--- src/include/pan_pkg.sv ---
`default_nettype none

package pan_pkg;

    // ------------------------------------------------------------
    // Indirect access addresses
    // ------------------------------------------------------------
    localparam logic [7:0] ADDR_SELECT     = 8'h6e;
    localparam logic [7:0] ADDR_OFFSET     = 8'h6f;
    localparam logic [7:0] ADDR_DATA       = 8'ha0;
    localparam logic [2:0] TABLE_ENERGY    = 3'h1;
    localparam int         SEL_TABLE_LSB   = 5;
    localparam int         SEL_PORT_MSB    = 3;

    // ------------------------------------------------------------
    // Indirect offsets
    // ------------------------------------------------------------
    localparam logic [7:0] OFS_STATUS_HI   = 8'h0c;
    localparam logic [7:0] OFS_STATUS_LO   = 8'h0d;
    localparam logic [7:0] OFS_TX_HI       = 8'h0e;
    localparam logic [7:0] OFS_TX_LO       = 8'h0f;

    // ------------------------------------------------------------
    // Expansion status fields
    // ------------------------------------------------------------
    localparam int ST_LOC_ABLE      = 6;
    localparam int ST_LOC_SEL       = 5;
    localparam int ST_PD_FAULT      = 4;
    localparam int ST_PARTNER_NEXTPAGE = 3;
    localparam int ST_LOCAL_NEXTPAGE   = 2;
    localparam int ST_PAGE_RX       = 1;
    localparam int ST_PARTNER_AN    = 0;
    localparam logic ST_LOC_ABLE_VAL = 1'b1;
    localparam logic ST_LOC_SEL_VAL  = 1'b1;
    localparam logic ST_LOCAL_NEXTPAGE_VAL = 1'b1;

    // ------------------------------------------------------------
    // Next-page transmit fields, as bits of the upper byte
    // ------------------------------------------------------------
    localparam int HB_MORE_PAGES    = 7;
    localparam int HB_MESSAGE_PAGE  = 5;
    localparam int HB_COMPLY_ACK    = 4;
    localparam int HB_TOGGLE        = 3;
    localparam logic RST_MORE_PAGES   = 1'b0;
    localparam logic RST_MESSAGE_PAGE = 1'b1;
    localparam logic RST_COMPLY_ACK   = 1'b0;
    localparam logic RST_TOGGLE       = 1'b0;

    localparam int NUM_PORTS_DEF    = 4;
    localparam int NUM_TX_PORTS_DEF = 3;

    typedef struct packed {
        logic pd_fault;
        logic page_rx;
        logic partner_nextpage;
        logic partner_an;
        logic more_pages_follow;
        logic message_page_flag;
        logic comply_acknowledge;
        logic toggle;
    } pan_port_state_t;

    typedef struct packed {
        logic [7:0] select;
        logic [7:0] offset;
        logic [7:0] rdata;
    } pan_top_state_t;

endpackage

`default_nettype wire

--- src/verilog/pan_nextpage_regs.sv ---
`timescale 1ns/1ns
`default_nettype none

module pan_nextpage_regs
    import pan_pkg::*;
#(
    parameter int NUM_PORTS    = NUM_PORTS_DEF,
    parameter int NUM_TX_PORTS = NUM_TX_PORTS_DEF
)
(
    input  wire logic                 clk_sys,
    input  wire logic                 rst_b,
    input  wire logic [7:0]           reg_addr,
    input  wire logic                 reg_wr,
    input  wire logic                 reg_rd,
    input  wire logic [7:0]           reg_wdata,
    output logic      [7:0]           reg_rdata,
    input  wire logic [NUM_PORTS-1:0] pd_fault_evt,
    input  wire logic [NUM_PORTS-1:0] page_rx_evt,
    input  wire logic [NUM_PORTS-1:0] partner_nextpage_able,
    input  wire logic [NUM_PORTS-1:0] partner_an_able,
    input  wire logic [NUM_PORTS-1:0] base_toggle,
    input  wire logic [NUM_PORTS-1:0] nextpage_first,
    input  wire logic [NUM_PORTS-1:0] nextpage_exchanged,
    output logic      [NUM_PORTS-1:0] more_pages_follow,
    output logic      [NUM_PORTS-1:0] message_page_flag,
    output logic      [NUM_PORTS-1:0] comply_acknowledge,
    output logic      [NUM_PORTS-1:0] toggle
);

    // ------------------------------------------------------------
    // Selection decode
    // ------------------------------------------------------------
    function automatic logic sel_hits(
        input logic [7:0] sel,
        input int         port
    );
        logic [3:0] num;
        num = sel[SEL_PORT_MSB:0];
        sel_hits = (sel[7:SEL_TABLE_LSB] == TABLE_ENERGY)
                && (num == 4'(port + 1));
    endfunction

    pan_top_state_t st;
    pan_top_state_t next_st;

    logic [15:0] status_word [NUM_PORTS];
    logic [15:0] tx_word     [NUM_PORTS];
    logic [NUM_PORTS-1:0] status_lo_rd;
    logic [NUM_PORTS-1:0] tx_hi_wr;
    logic data_rd;
    logic data_wr;

    assign data_rd = reg_rd && (reg_addr == ADDR_DATA);
    assign data_wr = reg_wr && (reg_addr == ADDR_DATA);

    // ------------------------------------------------------------
    // Per-port strobes
    // ------------------------------------------------------------
    always_comb
    begin
        status_lo_rd = '0;
        tx_hi_wr     = '0;
        for (int p = 0; p < NUM_PORTS; p++)
        begin
            if (data_rd && sel_hits(st.select, p) && st.offset == OFS_STATUS_LO)
            begin
                status_lo_rd[p] = 1'b1;
            end
            if (data_wr && sel_hits(st.select, p) && st.offset == OFS_TX_HI
                && p < NUM_TX_PORTS)
            begin
                tx_hi_wr[p] = 1'b1;
            end
        end
    end

    // ------------------------------------------------------------
    // Port state
    // ------------------------------------------------------------
    for (genvar g = 0; g < NUM_PORTS; g++)
    begin : g_port
        pan_port #(
            .TX_PRESENT (g < NUM_TX_PORTS)
        ) u_port (
            .clk_sys            (clk_sys),
            .rst_b              (rst_b),
            .status_lo_rd       (status_lo_rd[g]),
            .tx_hi_wr           (tx_hi_wr[g]),
            .wdata              (reg_wdata),
            .pd_fault_evt       (pd_fault_evt[g]),
            .page_rx_evt        (page_rx_evt[g]),
            .partner_nextpage_able (partner_nextpage_able[g]),
            .partner_an_able    (partner_an_able[g]),
            .base_toggle        (base_toggle[g]),
            .nextpage_first     (nextpage_first[g]),
            .nextpage_exchanged (nextpage_exchanged[g]),
            .status_word        (status_word[g]),
            .tx_word            (tx_word[g]),
            .more_pages_follow  (more_pages_follow[g]),
            .message_page_flag  (message_page_flag[g]),
            .comply_acknowledge (comply_acknowledge[g]),
            .toggle             (toggle[g])
        );
    end

    // ------------------------------------------------------------
    // Register access
    // ------------------------------------------------------------
    always_comb
    begin
        next_st = st;
        if (reg_wr)
        begin
            if (reg_addr == ADDR_SELECT)
            begin
                next_st.select = reg_wdata;
            end
            else if (reg_addr == ADDR_OFFSET)
            begin
                next_st.offset = reg_wdata;
            end
        end
        if (reg_rd)
        begin
            next_st.rdata = '0;
            if (reg_addr == ADDR_SELECT)
            begin
                next_st.rdata = st.select;
            end
            else if (reg_addr == ADDR_OFFSET)
            begin
                next_st.rdata = st.offset;
            end
            else if (reg_addr == ADDR_DATA)
            begin
                for (int p = 0; p < NUM_PORTS; p++)
                begin
                    if (sel_hits(st.select, p))
                    begin
                        if (st.offset == OFS_STATUS_HI)
                        begin
                            next_st.rdata = status_word[p][15:8];
                        end
                        else if (st.offset == OFS_STATUS_LO)
                        begin
                            next_st.rdata = status_word[p][7:0];
                        end
                        else if (st.offset == OFS_TX_HI)
                        begin
                            next_st.rdata = tx_word[p][15:8];
                        end
                        else if (st.offset == OFS_TX_LO)
                        begin
                            next_st.rdata = tx_word[p][7:0];
                        end
                    end
                end
            end
        end
    end

    always_ff @(posedge clk_sys or negedge rst_b)
    begin
        if (!rst_b)
        begin
            st <= '0;
        end
        else
        begin
            st <= next_st;
        end
    end

    assign reg_rdata = st.rdata;

endmodule

`default_nettype wire

--- src/verilog/pan_port.sv ---
`timescale 1ns/1ns
`default_nettype none

module pan_port
    import pan_pkg::*;
#(
    parameter bit TX_PRESENT = 1'b1
)
(
    input  wire logic        clk_sys,
    input  wire logic        rst_b,
    input  wire logic        status_lo_rd,
    input  wire logic        tx_hi_wr,
    input  wire logic [7:0]  wdata,
    input  wire logic        pd_fault_evt,
    input  wire logic        page_rx_evt,
    input  wire logic        partner_nextpage_able,
    input  wire logic        partner_an_able,
    input  wire logic        base_toggle,
    input  wire logic        nextpage_first,
    input  wire logic        nextpage_exchanged,
    output logic      [15:0] status_word,
    output logic      [15:0] tx_word,
    output logic             more_pages_follow,
    output logic             message_page_flag,
    output logic             comply_acknowledge,
    output logic             toggle
);

    pan_port_state_t st;
    pan_port_state_t next_st;

    always_comb
    begin
        next_st                  = st;
        next_st.partner_nextpage = partner_nextpage_able;
        next_st.partner_an       = partner_an_able;
        if (status_lo_rd)
        begin
            next_st.pd_fault = 1'b0;
            next_st.page_rx  = 1'b0;
        end
        if (pd_fault_evt)
        begin
            next_st.pd_fault = 1'b1;
        end
        if (page_rx_evt)
        begin
            next_st.page_rx = 1'b1;
        end
        if (TX_PRESENT && tx_hi_wr)
        begin
            next_st.more_pages_follow  = wdata[HB_MORE_PAGES];
            next_st.message_page_flag  = wdata[HB_MESSAGE_PAGE];
            next_st.comply_acknowledge = wdata[HB_COMPLY_ACK];
        end
        if (!TX_PRESENT)
        begin
            next_st.toggle = RST_TOGGLE;
        end
        else if (nextpage_first)
        begin
            next_st.toggle = ~base_toggle;
        end
        else if (nextpage_exchanged)
        begin
            next_st.toggle = ~st.toggle;
        end
    end

    always_ff @(posedge clk_sys or negedge rst_b)
    begin
        if (!rst_b)
        begin
            st                    <= '0;
            st.more_pages_follow  <= RST_MORE_PAGES;
            st.message_page_flag  <= TX_PRESENT ? RST_MESSAGE_PAGE : 1'b0;
            st.comply_acknowledge <= RST_COMPLY_ACK;
            st.toggle             <= RST_TOGGLE;
        end
        else
        begin
            st <= next_st;
        end
    end

    always_comb
    begin
        status_word                      = '0;
        status_word[ST_LOC_ABLE]         = ST_LOC_ABLE_VAL;
        status_word[ST_LOC_SEL]          = ST_LOC_SEL_VAL;
        status_word[ST_PD_FAULT]         = st.pd_fault;
        status_word[ST_PARTNER_NEXTPAGE] = st.partner_nextpage;
        status_word[ST_LOCAL_NEXTPAGE]   = ST_LOCAL_NEXTPAGE_VAL;
        status_word[ST_PAGE_RX]    = st.page_rx;
        status_word[ST_PARTNER_AN] = st.partner_an;
        tx_word                    = '0;
        tx_word[8+HB_MORE_PAGES]   = st.more_pages_follow;
        tx_word[8+HB_MESSAGE_PAGE] = st.message_page_flag;
        tx_word[8+HB_COMPLY_ACK]   = st.comply_acknowledge;
        tx_word[8+HB_TOGGLE]       = st.toggle;
    end

    assign more_pages_follow  = st.more_pages_follow;
    assign message_page_flag  = st.message_page_flag;
    assign comply_acknowledge = st.comply_acknowledge;
    assign toggle             = st.toggle;

endmodule

`default_nettype wire

--- config.mk ---
export PLATFORM = sky130hd
export DESIGN_NAME = pan_nextpage_regs
export DESIGN_NICKNAME = d
export VERILOG_FILES = /design/src/include/pan_pkg.sv /design/src/verilog/pan_nextpage_regs.sv /design/src/verilog/pan_port.sv
export SDC_FILE = /design/constraint.sdc
export NUM_CORES = 1
export LEC_CHECK = 0
export ABC_CLOCK_PERIOD_IN_PS = 2400
export BUFFER_PORTS_ARGS = -buffer_cell sky130_fd_sc_hd__buf_2
export CORE_MARGIN = 4
export CORE_UTILIZATION = 35
export DETAILED_ROUTE_END_ITERATION = 12
export SETUP_SLACK_MARGIN = 0.5
export SLEW_MARGIN = 20
export SYNTH_ARGS = -nofsm -noshare
export SYNTH_HDL_FRONTEND = slang
export SYNTH_HIERARCHICAL = 1
export SYNTH_SLANG_ARGS = --single-unit
--- constraint.sdc ---
create_clock -name clk_sys -period 2.4 [get_ports clk_sys]
set_input_delay 0.48 -clock clk_sys [delete_from_list [all_inputs] [get_ports clk_sys]]
set_output_delay 0.48 -clock clk_sys [all_outputs]
set_load 0.005 [all_outputs]
Word-level counts from Yosys, hierarchy flattened:

Cells that the tools add are included.

* input port bits: 48
* latch bits: 0
* word-level logic and storage cells: 130
* memory bits (read-only): 0
* memories kept: 0
* RAM bits: 0
* output and inout port bits: 24
* register bits: 52

* magnitude comparators: 0
* reduce and logical (&&, ||, !) cells: 33
* add/sub/neg operators: 0
* bitwise gates (word level): 7
* multiply operators: 0
* equal/unequal tests: 12
* divide/modulo/power cells: 0
* mux-type cells: 47
* shifts and indexed selects: 0

Operator list (number)
* 8-bit 2-to-1 mux: 22
* 8-bit by 4-bit equality test with 1-bit output (second input constant): 4
* 2-bit nonzero test: 11
* 1-bit 2-to-1 mux: 21
* 1-bit logical AND: 20
* 8-bit by 7-bit equality test with 1-bit output (second input constant): 2
* 4-bit by 2-bit equality test with 1-bit output (second input constant): 2
* 8-bit equality test (second input constant): 1
* 2-bit 2-to-1 mux: 4
* 1-bit inverter: 7
* 4-bit by 1-bit equality test with 1-bit output (second input constant): 1
* 4-bit by 3-bit equality test with 1-bit output (second input constant): 1
* 3-bit by 1-bit equality test with 1-bit output (second input constant): 1
* 3-bit AND reduction: 1
* 2-bit AND reduction: 1

Longest topological paths before layout:

* word-level depth: 23
* gate-level depth with buffers: 9
* depth with buffers taken out: 7

Hierarchy:

The synthesis kept the hierarchy.

By module, submodules not included
* pan_nextpage_regs: instances 1, seq. area each 600.6 µm², area each 2630.0 µm², cells an instance 243
* pan_port at g_port[0].u_port ...: instances 3, seq. area each 201.4 µm², area each 490.5 µm², cells an instance 46
* pan_port at g_port[3].u_port: instances 1, seq. area each 100.1 µm², area each 366.6 µm², cells an instance 41

Least setup slack after synthesis:

OpenSTA, ideal clock, no wires.

* kind: register to register
* start point: reg st[13] (netlist bit)
* end point: reg g_port[2].u_port/comply_acknowledge (netlist name)
* data required time: 2275 ps
* slack: 301 ps
* buffers on the path: 1
* stages on the path, launching flop included: 8
* setup time: 125 ps
* arrival time: 1974 ps
* clock period less this slack: 2099 ps
* cell sequence: dfrtp_1 nor4_4 nand2_2 clkbuf_1 nor3_1 nand2_1 nor2_1 mux2_2

* cells in the longest elaborated chain, start to end: 3

RTL lines
* from (decl): RTL line pan_nextpage_regs.sv:44 `pan_top_state_t st;`
* from (signal assigned): RTL line pan_nextpage_regs.sv:171 `st <= next_st;`
* 8-bit by 4-bit equality test with 1-bit output: RTL line pan_nextpage_regs.sv:70 `if (data_wr && sel_hits(st.select, p) && st.offset == OFS_TX_HI`
* 1-bit logical AND: RTL line pan_nextpage_regs.sv:70
* 1-bit 2-to-1 mux: RTL line pan_nextpage_regs.sv:70
* named net tx_hi_wr[2]: RTL line pan_nextpage_regs.sv:50 `logic [NUM_PORTS-1:0] tx_hi_wr;`

The timed path passes the listed nets, and every way through them passes these cells.
A chain may end at the register's enable or synchronous reset.

Worst setup path after layout:

* start point: in reg_addr[0]
* end point: reg g_port[0].u_port.st (netlist bit g_port[0].u_port/status_word[1])

* cells in the longest elaborated chain, start to end: 6

RTL lines
* from (decl): RTL line pan_nextpage_regs.sv:13 `input wire logic [7:0] reg_addr,`
* 8-bit equality test: RTL line pan_nextpage_regs.sv:54 `assign data_rd = reg_rd && (reg_addr == ADDR_DATA);`
* 1-bit logical AND: RTL line pan_nextpage_regs.sv:54
* 1-bit logical AND (2 in series): RTL line pan_nextpage_regs.sv:66 `if (data_rd && sel_hits(st.select, p) && st.offset == OFS_STATUS_LO)`
* 1-bit 2-to-1 mux: RTL line pan_nextpage_regs.sv:66
* named net status_lo_rd[0]: RTL line pan_nextpage_regs.sv:49 `logic [NUM_PORTS-1:0] status_lo_rd;`
* 2-bit nonzero test (no source line)
* to (signal assigned): RTL line pan_port.sv:83 `st <= next_st;`
* to (decl): RTL line pan_port.sv:30 `pan_port_state_t st;`

The timed path passes the listed nets, and every way through them passes these cells.

==> results.json <==
{
  "cp.arrival_ns": 2.09,
  "fp.dieH_microns": 120.9,
  "end_kind": "flop",
  "switching_share_pct": 27.19,
  "timing.final.crit_share_pct": 79.37,
  "vdd_drop_max_uv": 236.6,
  "die_w_microns": 120.9,
  "num_vias": 2971,
  "seqPwrFrac_pct": 45.8,
  "numCtsBuffers": 5,
  "coreArea_sq_um": 12260,
  "comb_power_share_pct": 17.9,
  "worstPathRequired_ns": 2.59,
  "placed_area_sq_um": 4538,
  "worst-path-buf-inv": 2,
  "antenna_cells": 0,
  "initial_core_util_pct": 36.41,
  "crit_chain": "buf_6 -> nor4b_2 -> and4b_2 -> nand2_4 -> or4_4 -> nor2_2 -> inv_1 -> a21o_1",
  "final_area_sq_um": 4964,
  "setup_tns_ns": 0,
  "grt_busiest_layer": "met2",
  "skew_ns": 0.008528,
  "status": "finished clean",
  "clk_latency_ns": 0.30,
  "routed_wl_mm": 9.875,
  "dieArea_sq_um": 14630,
  "met3_usage_pct": 2.844,
  "grt_remaining_overflow": 0,
  "cts_tree": "yes",
  "path_clk_slew_ns": 0.07,
  "synth_area_sq_um": 4464,
  "drc": 0,
  "slew_headroom_pct": 54.55,
  "cts-root-buf": "clkbuf_16",
  "clock_sinks": 52,
  "num_io_pins": 72,
  "syn_area_per_cell_sq_um": 10.60,
  "dp_slack_ns": 0.1769,
  "final-hold-violation-count": 0,
  "viasPerCell": 4.529,
  "finalSetupViolCount": 0,
  "worst_slack_ns": 0.4952,
  "place_congestion": 0.8723,
  "antenna_found_initial": 0,
  "yosys_warnings": 6,
  "dr.pass1.iters": 4,
  "final_max_slew_viol_count": 0,
  "drive_gt1_share_pct": 40.98,
  "clk_path_buf_depth": 2,
  "p_leak_uw": 0.002254,
  "hpwl_mm": 7.410,
  "fp-row-count": 40,
  "area_growth_pct": 11.18,
  "cts_max_level": 2,
  "use_met1_pct": 17.35,
  "ant_nets": 0,
  "grt_pass1_vias": 3114,
  "fmax_mhz": 525.0,
  "grt_max_degree": 53,
  "cp_max_fo": 4,
  "p_sw_uw": 552.8,
  "numPortBuffers": 64,
  "critical-path-max-stage-delay_ns": 0.55,
  "drtIter0Drc": 130,
  "cp_slowest_cell": "or4_4",
  "track_usage_pct": 13.97,
  "grt_setup_unrepaired": "yes",
  "cpLargestDelayFamily": "simple AND/OR/NAND/NOR gates",
  "start_kind": "input pin",
  "met2_usage_pct": 24.07,
  "intPower_uw": 1480,
  "criticalPathCategory": "input pin to flop",
  "synthCells": 421,
  "clkPwrFrac_pct": 36.3,
  "grt_pass1_wl_mm": 15.96,
  "final.min_clock_period_ns": 1.905,
  "nNetsFinal": 535,
  "postCtsHoldBufs": 0,
  "routedWlPerCell_microns": 15.05,
  "hold_class": "input pin to flop",
  "p_per_area_nw_per_um2": 409.6,
  "maxCapViolCount": 0,
  "max_slew.worst_pin.slew_ns": 0.6817
}
power groups by stage:
| stage | registers (uW) | clock network [uW] | logic [uW] |
|---|---|---|---|
| 5_1_grt | 936 | 798 | 405 |
| 3_3_place_gp | 956 | 0 | 316 |
| 6_report | 931 | 738 | 363 |
| 4_1_cts | 934 | 764 | 346 |
| 3_5_place_dp | 957 | 0 | 323 |
| 2_1_floorplan | 938 | 0 | 350 |
state kept, by name, summed over array words and instances, names as in the netlist:
| name | flops |
|---|---|
| reg_rdata | 8 |
| g_port.u_port/comply_acknowledge | 3 |
| g_port.u_port/status_word | 16 |
| st | 16 |
| g_port.u_port/toggle | 3 |
| g_port.u_port/message_page_flag | 3 |
| g_port.u_port/more_pages_follow | 3 |
cell usage in the layout, fill, tap and decap left out, types with 4 or more instances in the layout:
master and instances:
mux4_2 23, mux2_4 9, o211ai_1 4, nor2_1 16, buf_2 63, mux2i_1 20
dfrtp_1 46, buf_4 34, nor3_1 9, buf_6 4, a21oi_1 8, a21o_1 8
and3_1 4, nand2_1 6, a22oi_1 10, conb_1 104, inv_1 9, mux2_2 18
clkbuf_16 5, nor2_4 5, nand3_1 5
final cells by class:
type | instances | area [sq um]
Clock inverter | 3 | 22.52
Sequential cell | 52 | 1311
Clock buffer | 5 | 125.1
Multi-Input combinational cell | 314 | 2603
Timing Repair Buffer | 103 | 650.6
Tap cell | 168 | 210.2
Inverter | 11 | 41.29
Fill cell | 1209 | 7298
timing repair:
action	in CTS	in global routing
resized for setup	11	13
pin swaps	5	14
setup buffers	8	12
gates cloned	0	1
endpoints found under the setup margin	24	24
metal layers:
metal	vias up	routed length [microns]
li1	1427	-
met1	1465	4152
met2	66	5051
met3	13	484
met4	0	186
met5	-	0
per-stage QoR:
step | hold slack, ns | utilization (%) | instances | total power [uW]
floorplan | 0.1844 | - | 517 | 1288
global placement | 0.4650 | 37.01 | 627 | 1272
detailed placement | 0.4753 | 37.01 | 627 | 1280
CTS | 0.2760 | 39.22 | 643 | 2044
global route | 0.2818 | 40.48 | 656 | 2139
finish | 0.2852 | 40.48 | 656 | 2033
worst paths after layout:
path	startpoint	slack, ns	cells after the start	to
setup / recovery	reg_addr[0]	0.50	8	g_port[0].u_port/status_word[1]
hold / removal	partner_nextpage_able[3]	0.29	1	g_port[3].u_port/status_word[3]
setup reg to reg	st[14]	0.51	7	g_port[2].u_port/comply_acknowledge
hold reg to reg	g_port[0].u_port/status_word[4]	0.48	1	g_port[0].u_port/status_word[4]
max in group asynchronous	rst_b	1.58	2	st[9]
min in group asynchronous	rst_b	0.30	2	g_port[0].u_port/toggle
No activity file was read; power rests on OpenSTA's default activity.
